### src/common/button_irq_consts.vh
// Constants for the power button event and mask logic.
// Assumes a 40 MHz aclk and register indices laid out four bytes apart.
`ifndef BUTTON_IRQ_CONSTS_VH
`define BUTTON_IRQ_CONSTS_VH

// Register indices; byte address is index times four
`define STATUS_INDEX 8'h24
`define MASK_INDEX 8'h25
`define SENSE_INDEX 8'h26
`define DEBOUNCE_INDEX 8'h27
`define STATUS_ADDR 12'h090
`define MASK_ADDR 12'h094
`define SENSE_ADDR 12'h098
`define DEBOUNCE_ADDR 12'h09c

// Field positions
`define BIT_PRESS 0
`define BIT_HOLD1 1
`define BIT_HOLD2 2
`define BIT_HOLD3 3
`define BIT_HOLD4 4
`define BIT_HOLD8 5
`define EVENT_BITS 6

// Reset values
`define STATUS_RESET 6'h00
`define MASK_RESET 6'h3f
`define FALL_DEB_RESET 8'h10
`define RISE_DEB_RESET 8'h10

// Timing: clock rate and hold times in milliseconds
`define CLK_HZ 40000000
`define HOLD1_MS 1000
`define HOLD2_MS 2000
`define HOLD3_MS 3000
`define HOLD4_MS 4000
`define HOLD8_MS 8000
`define DEB_TICK_US 100
`define DEB_TICK_CYC ((`CLK_HZ / 1000000) * `DEB_TICK_US)

`endif

### src/hw/power_button_interrupts.v
// Power button event status, mask and interrupt pin with AXI4-Lite access.
// Assumes button input synchronous to aclk at 40 MHz; host services irq_out_n.
`timescale 1ns/1ps
`default_nettype none
`include "button_irq_consts.vh"

// Operation
// - Press debounced low sets press flag
// - Debounced release also sets press flag
// - Held over one second sets bit 1
// - Held over two seconds sets bit 2
// - Held over three seconds sets bit 3
// - Held over four seconds sets bit 4
// - Held over eight seconds sets bit 5
// - Flags reset zero, stick until cleared
// - Read or write one clears flag
// - Unmasked set flag pulls interrupt low
// - Masks reset to one, flags latch
// - Masks map flags; bits 7:6 unused
// - Debounced state change fires press flag
module power_button_interrupts #(
  parameter integer MS_CYCLES = `CLK_HZ / 1000,      // Cycles per ms
  parameter integer DEB_TICK_CYCLES = `DEB_TICK_CYC  // Cycles per debounce tick
) (
  input wire aclk,                // System clock, 40 MHz
  input wire aresetn,             // Synchronous reset, active low
  input wire power_button_in,     // Button, low when pressed
  output reg irq_out_n,           // Interrupt, active low
  input wire [11:0] s_axi_awaddr, // Write address
  input wire s_axi_awvalid,       // Write address valid
  output reg s_axi_awready,       // Write address ready
  input wire [31:0] s_axi_wdata,  // Write data
  input wire [3:0] s_axi_wstrb,   // Write strobes
  input wire s_axi_wvalid,        // Write data valid
  output reg s_axi_wready,        // Write data ready
  output reg [1:0] s_axi_bresp,   // Write response
  output reg s_axi_bvalid,        // Write response valid
  input wire s_axi_bready,        // Write response ready
  input wire [11:0] s_axi_araddr, // Read address
  input wire s_axi_arvalid,       // Read address valid
  output reg s_axi_arready,       // Read address ready
  output reg [31:0] s_axi_rdata,  // Read data
  output reg [1:0] s_axi_rresp,   // Read response
  output reg s_axi_rvalid,        // Read data valid
  input wire s_axi_rready         // Read data ready
);

  // Word address compare helper for the register decode
  // Only the word part counts, so byte offsets inside a register alias it
  function is_reg;
    input [11:0] addr;
    input [11:0] reg_addr;
    begin
      is_reg = (addr[11:2] == reg_addr[11:2]);
    end
  endfunction

  // Hold time in ms as a count of millisecond strobes
  function [31:0] ms_to_count;
    input [31:0] ms;
    begin
      ms_to_count = ms;
    end
  endfunction

  //////////////////////////////////////////////////////////////////////
  // State
  reg [5:0] status_q;          // Sticky event flags
  reg [5:0] mask_q;            // Event masks, 1 blocks the pin
  reg [7:0] fall_deb_q;        // Press debounce ticks
  reg [7:0] rise_deb_q;        // Release debounce ticks
  reg pressed_prev_q;          // Debounced level, one cycle late
  reg [31:0] ms_div_q;         // Millisecond prescaler
  reg ms_tick_q;               // Millisecond strobe
  // Write address and data may arrive in either order; each is held
  // until both are present, then one response covers the pair
  reg [11:0] aw_addr_q;        // Latched write address
  reg aw_have_q;               // Write address held
  reg [31:0] w_data_q;         // Latched write data
  reg [3:0] w_strb_q;          // Latched write strobes
  reg w_have_q;                // Write data held
  wire debounced_button_state; // Debounced pressed level
  wire [13:0] held_ms;         // Milliseconds held
  reg [5:0] set_vec;           // Events this cycle
  reg [5:0] clr_vec;           // Clears this cycle
  reg [31:0] rd_word;          // Read mux
  reg rd_ok;                   // Read address mapped
  wire wr_go;                  // Write commits this cycle
  wire rd_go;                  // Read taken this cycle

  //////////////////////////////////////////////////////////////////////
  // Debouncer and hold timer
  // The debounced level is the sense bit and the source of press events
  button_debounce u_debounce (
    .aclk(aclk),
    .aresetn(aresetn),
    .button_n(power_button_in),
    .fall_ticks(fall_deb_q),
    .rise_ticks(rise_deb_q),
    .tick_cycles(DEB_TICK_CYCLES),
    .pressed_q(debounced_button_state)
  );

  hold_timer u_hold (
    .aclk(aclk),
    .aresetn(aresetn),
    .pressed(debounced_button_state),
    .ms_tick(ms_tick_q),
    .held_ms_q(held_ms)
  );

  //////////////////////////////////////////////////////////////////////
  // Millisecond strobe; free-running so hold times stay accurate
  // Its phase is arbitrary against a press, so a hold event may land up
  // to one millisecond late; far below what a user can notice
  always @(posedge aclk) begin
    if (!aresetn) begin
      ms_div_q <= 32'h0;
      ms_tick_q <= 1'b0;
    end else if (ms_div_q >= MS_CYCLES - 1) begin
      ms_div_q <= 32'h0;
      ms_tick_q <= 1'b1;
    end else begin
      ms_div_q <= ms_div_q + 32'h1;
      ms_tick_q <= 1'b0;
    end
  end

  // Previous debounced level for edge detection
  always @(posedge aclk) begin
    if (!aresetn) begin
      pressed_prev_q <= 1'b0;
    end else begin
      pressed_prev_q <= debounced_button_state;
    end
  end

  //////////////////////////////////////////////////////////////////////
  // Event detection; hold events fire once, when the count crosses
  // Hold events are blocked while released so a stale count never fires
  always @* begin
    set_vec = 6'h00;
    // Press edge, and release edge after a qualified press
    set_vec[`BIT_PRESS] = debounced_button_state != pressed_prev_q;
    // Strictly more than the hold time: fire on the tick after it
    set_vec[`BIT_HOLD1] = ms_tick_q && held_ms == ms_to_count(`HOLD1_MS);
    set_vec[`BIT_HOLD2] = ms_tick_q && held_ms == ms_to_count(`HOLD2_MS);
    set_vec[`BIT_HOLD3] = ms_tick_q && held_ms == ms_to_count(`HOLD3_MS);
    set_vec[`BIT_HOLD4] = ms_tick_q && held_ms == ms_to_count(`HOLD4_MS);
    set_vec[`BIT_HOLD8] = ms_tick_q && held_ms == ms_to_count(`HOLD8_MS);
    if (!debounced_button_state) begin
      set_vec[`EVENT_BITS-1:1] = 5'h00;
    end
  end

  //////////////////////////////////////////////////////////////////////
  // AXI4-Lite write channel: address and data in either order
  // Readies pulse for one cycle and rest for one, so a master that is
  // slow to raise valid only waits; it never sees a stale acceptance
  assign wr_go = aw_have_q && w_have_q && !s_axi_bvalid;

  always @(posedge aclk) begin
    if (!aresetn) begin
      aw_have_q <= 1'b0;
      w_have_q <= 1'b0;
      aw_addr_q <= 12'h000;
      w_data_q <= 32'h0;
      w_strb_q <= 4'h0;
      s_axi_awready <= 1'b0;
      s_axi_wready <= 1'b0;
      s_axi_bvalid <= 1'b0;
      s_axi_bresp <= 2'b00;
    end else begin
      s_axi_awready <= !aw_have_q && !s_axi_awready && !s_axi_bvalid;
      s_axi_wready <= !w_have_q && !s_axi_wready && !s_axi_bvalid;
      if (s_axi_awvalid && s_axi_awready) begin
        aw_have_q <= 1'b1;
        aw_addr_q <= s_axi_awaddr;
        s_axi_awready <= 1'b0;
      end
      if (s_axi_wvalid && s_axi_wready) begin
        w_have_q <= 1'b1;
        w_data_q <= s_axi_wdata;
        w_strb_q <= s_axi_wstrb;
        s_axi_wready <= 1'b0;
      end
      if (wr_go) begin
        aw_have_q <= 1'b0;
        w_have_q <= 1'b0;
        s_axi_bvalid <= 1'b1;
        s_axi_bresp <= (is_reg(aw_addr_q, `STATUS_ADDR) || is_reg(aw_addr_q, `MASK_ADDR) ||
                        is_reg(aw_addr_q, `SENSE_ADDR) ||
                        is_reg(aw_addr_q, `DEBOUNCE_ADDR)) ? 2'b00 : 2'b10;
      end else if (s_axi_bvalid && s_axi_bready) begin
        s_axi_bvalid <= 1'b0;
      end
    end
  end

  //////////////////////////////////////////////////////////////////////
  // AXI4-Lite read channel
  // Read data is registered at the address handshake, so the word that
  // is returned is exactly the one the read-clear below acts on
  assign rd_go = s_axi_arvalid && s_axi_arready;

  always @* begin
    rd_word = 32'h0;
    rd_ok = 1'b1;
    if (is_reg(s_axi_araddr, `STATUS_ADDR)) begin
      rd_word = {26'h0, status_q};
    end else if (is_reg(s_axi_araddr, `MASK_ADDR)) begin
      rd_word = {26'h0, mask_q};
    end else if (is_reg(s_axi_araddr, `SENSE_ADDR)) begin
      // Hold sense bits follow the held time, cleared on release
      rd_word = {26'h0,
                 held_ms > ms_to_count(`HOLD8_MS),
                 held_ms > ms_to_count(`HOLD4_MS),
                 held_ms > ms_to_count(`HOLD3_MS),
                 held_ms > ms_to_count(`HOLD2_MS),
                 held_ms > ms_to_count(`HOLD1_MS),
                 debounced_button_state};
    end else if (is_reg(s_axi_araddr, `DEBOUNCE_ADDR)) begin
      rd_word = {16'h0, rise_deb_q, fall_deb_q};
    end else begin
      rd_ok = 1'b0;
    end
  end

  always @(posedge aclk) begin
    if (!aresetn) begin
      s_axi_arready <= 1'b0;
      s_axi_rvalid <= 1'b0;
      s_axi_rdata <= 32'h0;
      s_axi_rresp <= 2'b00;
    end else begin
      s_axi_arready <= !s_axi_rvalid && !s_axi_arready;
      if (rd_go) begin
        s_axi_arready <= 1'b0;
        s_axi_rvalid <= 1'b1;
        s_axi_rdata <= rd_word;
        s_axi_rresp <= rd_ok ? 2'b00 : 2'b10;
      end else if (s_axi_rvalid && s_axi_rready) begin
        s_axi_rvalid <= 1'b0;
      end
    end
  end

  //////////////////////////////////////////////////////////////////////
  // Clears: a status read clears what it returned; writing one clears
  // A read whose data is never consumed still clears; hosts must take it
  always @* begin
    clr_vec = 6'h00;
    if (rd_go && is_reg(s_axi_araddr, `STATUS_ADDR)) begin
      clr_vec = status_q;
    end
    if (wr_go && is_reg(aw_addr_q, `STATUS_ADDR) && w_strb_q[0]) begin
      clr_vec = clr_vec | w_data_q[5:0];
    end
  end

  // Status flags; a set in the clear cycle wins
  // Writing zero leaves a flag alone; only ones in the low byte clear
  always @(posedge aclk) begin
    if (!aresetn) begin
      status_q <= `STATUS_RESET;
    end else begin
      status_q <= (status_q & ~clr_vec) | set_vec;
    end
  end

  //////////////////////////////////////////////////////////////////////
  // Mask and debounce configuration registers
  // Mask takes only the low byte lane; upper bits of the word are dropped
  always @(posedge aclk) begin
    if (!aresetn) begin
      mask_q <= `MASK_RESET;
      fall_deb_q <= `FALL_DEB_RESET;
      rise_deb_q <= `RISE_DEB_RESET;
    end else if (wr_go) begin
      if (is_reg(aw_addr_q, `MASK_ADDR) && w_strb_q[0]) begin
        mask_q <= w_data_q[5:0];
      end
      if (is_reg(aw_addr_q, `DEBOUNCE_ADDR)) begin
        if (w_strb_q[0]) begin
          fall_deb_q <= w_data_q[7:0];
        end
        if (w_strb_q[1]) begin
          rise_deb_q <= w_data_q[15:8];
        end
      end
    end
  end

  //////////////////////////////////////////////////////////////////////
  // Interrupt pin: low while any unmasked flag is set
  // Registered so the pin never glitches while flags and masks move;
  // the cost is one cycle of delay after a flag sets
  always @(posedge aclk) begin
    if (!aresetn) begin
      irq_out_n <= 1'b1;
    end else begin
      irq_out_n <= ~|(status_q & ~mask_q);
    end
  end

endmodule
`default_nettype wire

### src/hw/button_debounce.v
// Debounces the active-low button input into a clean pressed level.
// Assumes the input is synchronous to aclk; intervals come in ticks.
`timescale 1ns/1ps
`default_nettype none
`include "button_irq_consts.vh"

module button_debounce (
  input wire aclk,                // System clock
  input wire aresetn,             // Synchronous reset, active low
  input wire button_n,            // Raw button, low when pressed
  input wire [7:0] fall_ticks,    // Press debounce in ticks
  input wire [7:0] rise_ticks,    // Release debounce in ticks
  input wire [31:0] tick_cycles,  // Cycles per debounce tick
  output reg pressed_q            // Debounced pressed level
);

  reg [31:0] pre_q;  // Tick prescaler
  reg [7:0] cnt_q;   // Ticks the raw level has disagreed

  //////////////////////////////////////////////////////////////////////
  // Count ticks while the raw level differs from the debounced one
  always @(posedge aclk) begin
    if (!aresetn) begin
      pre_q <= 32'h0;
      cnt_q <= 8'h00;
      pressed_q <= 1'b0;
    end else if ((!button_n) == pressed_q) begin
      // Level agrees: restart so a bounce never accumulates
      pre_q <= 32'h0;
      cnt_q <= 8'h00;
    end else if (pre_q >= tick_cycles - 32'h1) begin
      pre_q <= 32'h0;
      if (cnt_q >= (pressed_q ? rise_ticks : fall_ticks)) begin
        pressed_q <= ~pressed_q;
        cnt_q <= 8'h00;
      end else begin
        cnt_q <= cnt_q + 8'h01;
      end
    end else begin
      pre_q <= pre_q + 32'h1;
    end
  end

endmodule
`default_nettype wire

### src/hw/hold_timer.v
// Measures how long the debounced button has been held pressed.
// Assumes a millisecond strobe from the parent; restarts on release.
`timescale 1ns/1ps
`default_nettype none
`include "button_irq_consts.vh"

module hold_timer (
  input wire aclk,            // System clock
  input wire aresetn,         // Synchronous reset, active low
  input wire pressed,         // Debounced pressed level
  input wire ms_tick,         // One pulse each millisecond
  output reg [13:0] held_ms_q // Milliseconds held, saturating
);

  //////////////////////////////////////////////////////////////////////
  // Count while pressed, clear on release
  always @(posedge aclk) begin
    if (!aresetn) begin
      held_ms_q <= 14'h0000;
    end else if (!pressed) begin
      held_ms_q <= 14'h0000;
    end else if (ms_tick && held_ms_q != 14'h3fff) begin
      held_ms_q <= held_ms_q + 14'h0001;
    end
  end

endmodule
`default_nettype wire

### config.mk
export PLATFORM = sky130hd
export DESIGN_NAME = power_button_interrupts
export DESIGN_NICKNAME = d
export VERILOG_FILES = /design/src/hw/power_button_interrupts.v /design/src/hw/button_debounce.v /design/src/hw/hold_timer.v
export VERILOG_INCLUDE_DIRS = /design/src /design/src/common
export SDC_FILE = /design/constraint.sdc
export NUM_CORES = 1
export LEC_CHECK = 0
export BUFFER_PORTS_ARGS = -buffer_cell sky130_fd_sc_hd__buf_4
export CAP_MARGIN = 20
export CORE_MARGIN = 5
export CORE_UTILIZATION = 32
export DETAILED_ROUTE_END_ITERATION = 10
export PLACE_DENSITY_LB_ADDON = 0.25
export SETUP_SLACK_MARGIN = 0.3
export SYNTH_ARGS = -nofsm -noshare
export SYNTH_HDL_FRONTEND = slang
export SYNTH_SLANG_ARGS = --single-unit
### constraint.sdc
create_clock -name aclk -period 3.12 [get_ports aclk]
set_input_delay 0.624 -clock aclk [delete_from_list [all_inputs] [get_ports aclk]]
set_output_delay 0.624 -clock aclk [all_outputs]
set_load 0.01 [all_outputs]
After elaboration in Yosys (flattened, before gate mapping)
Index checks and enable logic that the tools add are counted.
Widths: inputs -> output; s select.

storage, ports and cells
  bits in registers = 191
  logic and storage cells = 131
  input bits = 68

operators by class
  $lt $le $gt $ge = 8
  mux-type cells = 20
  equal/unequal tests = 16
  reductions and logical operators = 49
  $add $sub $neg = 4
  bitwise gates (word level) = 9

operator list
  operator               count
  $eq 10x6->1 const B    8
  $add 32x1->32 const B  2
  $mux 16                4
  $ge 32x12->1 const B   1
  $ge 32x16->1 const B   1
  $eq 14x12->1 const B   2
  $gt 14x12->1 const B   2
  $logic_and 1x1->1      22
  $mux 8                 2
  $add 14x1->14 const B  1
  $eq 14x10->1 const B   1
  $eq 14x11->1 const B   1
  $eq 14x13->1 const B   1
  $gt 14x10->1 const B   1
  $gt 14x11->1 const B   1
  $gt 14x13->1 const B   1
  $ne 14x14->1 const B   1
  $and 6x6->6            2
  $mux 6                 2
  $not 6->6              2
  $or 6x6->6             2
  $reduce_or 2->1        6
  $logic_not 1->1        9
  $mux 1                 9
  13 further kinds       22

Logic depth before layout (Yosys ltp)
  depth in word-level cells = 8
  gate-level depth with buffers = 8
  depth with buffers taken out = 7

Cells and area by module
A second synthesis with hierarchy kept.

unflattened totals
  cells, all modules = 1,013
  area, all modules = 8,704.6 um^2

by module, submodules not included
  module                   times used  area an instance (um^2)  seq. area each (um^2)  cells each
  power_button_interrupts  1           4,648.2                  2,322.2                517
  button_debounce          1           3,306.9                  820.8                  406
  hold_timer               1           749.5                    280.3                  90

Least setup slack after synthesis
Ideal clock, no wire load.

  path type = register -> register
  start point = register u_debounce.pressed_q
  end point = register u_debounce.cnt_q[0]
  data required time = 2,990 ps
  setup time = 130 ps
  clock period less this slack = 2,431 ps
  arrival = 2,300 ps
  stages on the path, launching flop included = 9
  path slack = 689 ps
  cells stage by stage = dfxtp_1 -> buf_1 -> mux2_2 -> ha_1 -> nand2b_1 -> a31oi_1 -> o311a_1 -> o21ai_1 -> nor2_1

between the ends
  cells in the longest elaborated chain, start to end = 3
  elaborated cells on any way between the ends = 5
  classes of those cells = 1 x order compare; 1 x eq/ne; 2 x mux; 1 x reduce/logical

RTL lines
  element                 line                  source
  from (decl)             button_debounce.v:14  output reg pressed_q
  from (signal assigned)  button_debounce.v:34  pressed_q <= ~pressed_q;
  $mux 8                  button_debounce.v:33  if (cnt_q >= (pressed_q ? rise_ticks : fall_ticks)) begin
  $ge 8x8->1              button_debounce.v:33
  $mux 8                  button_debounce.v:33
  to (signal assigned)    button_debounce.v:37  cnt_q <= cnt_q + 8'h01;
  to (decl)               button_debounce.v:18  reg [7:0] cnt_q;

Several ways; a longest one is shown, not always the timed one.
A chain may end at the register's enable or synchronous reset.

Worst setup path after layout
  start point = register u_debounce.pressed_q
  end point = register u_debounce.cnt_q[3]

The elaborated chain is that of the path after synthesis.

==> out/qor.txt <==
==========================================================================================
Die span in x ...............................................................     157.6 um
Average vias per placed instance ............................................        4.639
Worst-case setup slack after placement ......................................     681.3 ps
Worst Setup Start Kind ......................................................         flop
Worst VDD drop ..............................................................    0.3556 mV
Overall via count from detail_route .........................................         5288
Number of global-route vias before repair ...................................         5016
Placer Congestion ...........................................................       0.7802
Min cycle time layout .......................................................      2389 ps
Mux contribution to synthesized area ........................................      0.04793
TritonCTS Sinks .............................................................          171
Synth warnings ..............................................................            0
Data required time at the worst endpoint ....................................      3420 ps
Ratio of cells with drive above 1 in the final layout .......................       0.1442
Final worst slack ...........................................................     730.8 ps
Post-cts resize count .......................................................            0
Maximum clock insertion buffer count ........................................            2
Clock slew at reported path FFs .............................................        70 ps
Number of hold violations in the final report ...............................            0
Number of nets in the finished design .......................................          928
Number of H-tree levels .....................................................            4
Min-Delay Path Class ........................................................ input port to flop
Kind of capture point of the worst setup path ...............................         flop
Proportion of power drawn by flip-flops and latches .........................        0.510
Leakage power ...............................................................     3.250 nW
Chip Height .................................................................     157.6 um
Switching share of power ....................................................       0.2414
Main synth FF type .......................................................... sky130_fd_sc_hd__dfxtp_1
Internal power summed over all cells ........................................     3.369 mW
Cells along the critical path ............................................... mux2_2 > ha_1 > nand2b_1 > a31oi_1 > o311a_1 > o21ai_1 > nor2_1
Unique masters post-synth ...................................................           66
I/O Pins ....................................................................          110
Sequential area share after synthesis .......................................       0.4911
GRT Residual Overflow .......................................................            0
Share of synthesized cell area in full adder, half adder and majority cells .      0.02334
Mapped Area .................................................................    6970 um^2
Diode insertion count for antenna repair ....................................            0
Placed wire-length estimate .................................................     10990 um
Top cell family by delay on the critical path ............................... compound AO/OA/AOI/OAI gates
Post-Synthesis Mean Instance Area ...........................................   9.220 um^2
Max capacitance violation total .............................................            0
Critical path class ......................................................... flop to flop
Part of the cycle the worst path needs ......................................       0.7658
Layout area overhead ........................................................       19.35%
Global-route total usage across every layer .................................       0.1251
Psw .........................................................................     1.072 mW
Total Die Area ..............................................................   24830 um^2
Critical path fanouts, max ..................................................            8
Post-Synth XOR/XNOR Area ....................................................      0.05152
Worst path arrival time .....................................................      2690 ps
Proportion of power drawn by the clock network ..............................        0.448
Most common library cell in the layout ignoring fill and taps ............... sky130_fd_sc_hd__dfxtp_1
Placement Rows ..............................................................           54
Status ...................................................................... finished clean
Post-CTS Hold Fix Bufs ......................................................            0
First-pass iteration count of the detailed router ...........................            5
Antenna Violating Nets Remaining ............................................            0
Compound-Gate Fraction of Synth Area ........................................       0.1086
Fraction of synthesis flops using an asynchronous set or reset pin ..........            0
Average detailed-routed wire length per instance ............................     13.27 um
Largest family of logic cells by synthesized area ........................... simple AND/OR/NAND/NOR gates
CTS tree ....................................................................        built
Unrepaired setup endpoints after global routing .............................        false
Most frequent cells in the layout ........................................... sky130_fd_sc_hd__dfxtp_1, sky130_fd_sc_hd__nand2_1, sky130_fd_sc_hd__buf_4
DRC violations left .........................................................            0
Inserted Clock Buffers ......................................................           17
IO buf count ................................................................           69
Power after layout ..........................................................     4.441 mW
Master cell of the clock root buffer ........................................ sky130_fd_sc_hd__clkbuf_16
CP max stage cell ........................................................... sky130_fd_sc_hd__dfxtp_1
Maximum number of pins on one net before global-route repair ................           88
EDFF count, synth ...........................................................            0
Gate count of the mapped netlist ............................................          756
Clock Latency Late Sink .....................................................       430 ps
Combinational share of power ................................................        0.042
Final TNS setup .............................................................         0 ps
Max stage delay on crit path ................................................       570 ps
Bufs and invs on worst path .................................................            0
Total setup violations reported at the end of the flow ......................            0
Global-route wire length before repair ......................................     25090 um
Post-CTS setup buffer count .................................................            0
Register bit total from synthesis ...........................................          171
Fraction of the mapped netlist area in simple logic gates ...................       0.2219
Starting utilization of the core area .......................................       0.3224
Number of DRC markers after the initial detailed-route iteration ............          245
Total Routed Length .........................................................     15120 um
Worst-case clock skew .......................................................     18.82 ps
Total power divided by cell area ............................................ 533.9 nW/um^2
Highest achievable clock rate ...............................................   0.4186 GHz
Slew at the pin closest to its max-slew limit ...............................     722.2 ps
Area of the core ............................................................   21620 um^2
Max-slew violation total from the final report ..............................            0
Worst slew margin relative to its limit .....................................       0.5159
Initial antenna violation count .............................................            0
==========================================================================================
-- power groups by stage --
stage	Combinational, mW	Sequential (mW)	Clock, mW
6_report	0.188	2.26	1.99
3_3_place_gp	0.190	2.31	0
4_1_cts	0.190	2.26	2.06
2_1_floorplan	0.123	2.31	0
5_1_grt	0.212	2.27	2.16
3_5_place_dp	0.190	2.31	0
-- cells by family (layout without fill, tap and decap cells) --
kind of cell,after synthesis,count (layout)
other,1,54
AND/OR/NAND/NOR,310,310
XOR/XNOR,41,41
buffers and inverters,71,122
flip-flops,171,171
adder cells (fa/ha/maj),13,13
AO/OA/AOI/OAI,117,117
multiplexers,32,32
-- synthesized netlist by cell type, drive strengths merged (4+ instances only) --
master,count,area share
nand4,19,0.021
and3,11,0.0099
a21oi,50,0.036
nand2,101,0.054
clkbuf,21,0.013
mux2i,30,0.043
or3,8,0.0079
ha,13,0.023
o2111ai,5,0.0063
and2,7,0.0063
dfxtp,171,0.49
xor2,21,0.026
a21o,4,0.0043
nor4,14,0.013
nand3,24,0.017
o22ai,5,0.0045
buf,33,0.033
a22oi,14,0.015
nand2b,6,0.0054
nor3,33,0.026
nor2,70,0.038
xnor2,20,0.025
inv,16,0.0086
o21ai,13,0.0093
a31oi,4,0.0036
-- layout make-up --
class                           instances  area [um^2]
Clock inverter                         14        130.1
Tap cell                              280        350.3
Inverter                               17        63.81
Sequential cell                       171         3423
Fill cell                            2231        13300
Timing Repair Buffer                   73        560.5
Clock buffer                           18        429.2
Multi-Input combinational cell        567         3362
-- routing by layer --
layer  up-vias  wire [um]  GRT usage
met1      2429       7568     0.1731
met5         -          0          0
met3        10        527    0.02788
li1       2762          -          -
met2        87       6858     0.1913
met4         0        168    0.04670
-- tightest hold or removal path: cells and delay by family --
kind	cells	cell delay [ps]
AO/OA/AOI/OAI	1	50
buffers and inverters	1	110
AND/OR/NAND/NOR	1	40
-- stage by stage --
step                utilization  instances  cell area [um^2]  hold slack (ps)
finish                   0.3848       1140              8319            431.4
detailed placement       0.3589       1108              7760            444.7
global placement         0.3589       1108              7760            432.8
CTS                      0.3848       1140              8319            402.5
global route             0.3848       1140              8319            425.5
floorplan                     -        809              7169            417.5
-- final timing paths --
kind / to / depth (start not counted) / slack [ps] / start
setup / recovery: u_debounce.cnt_q[3]$_SDFFE_PP0P_ / 7 / 730 / u_debounce.pressed_q$_SDFFE_PN0P_
setup reg to reg: u_debounce.cnt_q[3]$_SDFFE_PP0P_ / 7 / 730 / u_debounce.pressed_q$_SDFFE_PN0P_
hold / removal: aw_addr_q[6]$_SDFFE_PN0P_ / 3 / 430 / s_axi_awaddr[6]
hold reg to reg: aw_addr_q[7]$_SDFFE_PN0P_ / 2 / 450 / aw_addr_q[7]$_SDFFE_PN0P_
-- flip-flops by register name, summed over array words and instances (netlist names), 2 cells and up --
signal and flops:
w_data_q 16, u_debounce.pre_q 32, fall_deb_q 8, rise_deb_q 8, u_debounce.cnt_q 8, aw_addr_q 10, mask_q 6, ms_div_q 32
u_hold.held_ms_q 14, w_strb_q 2, s_axi_rdata 16, status_q 6
(Power assumes the default switching activity.)
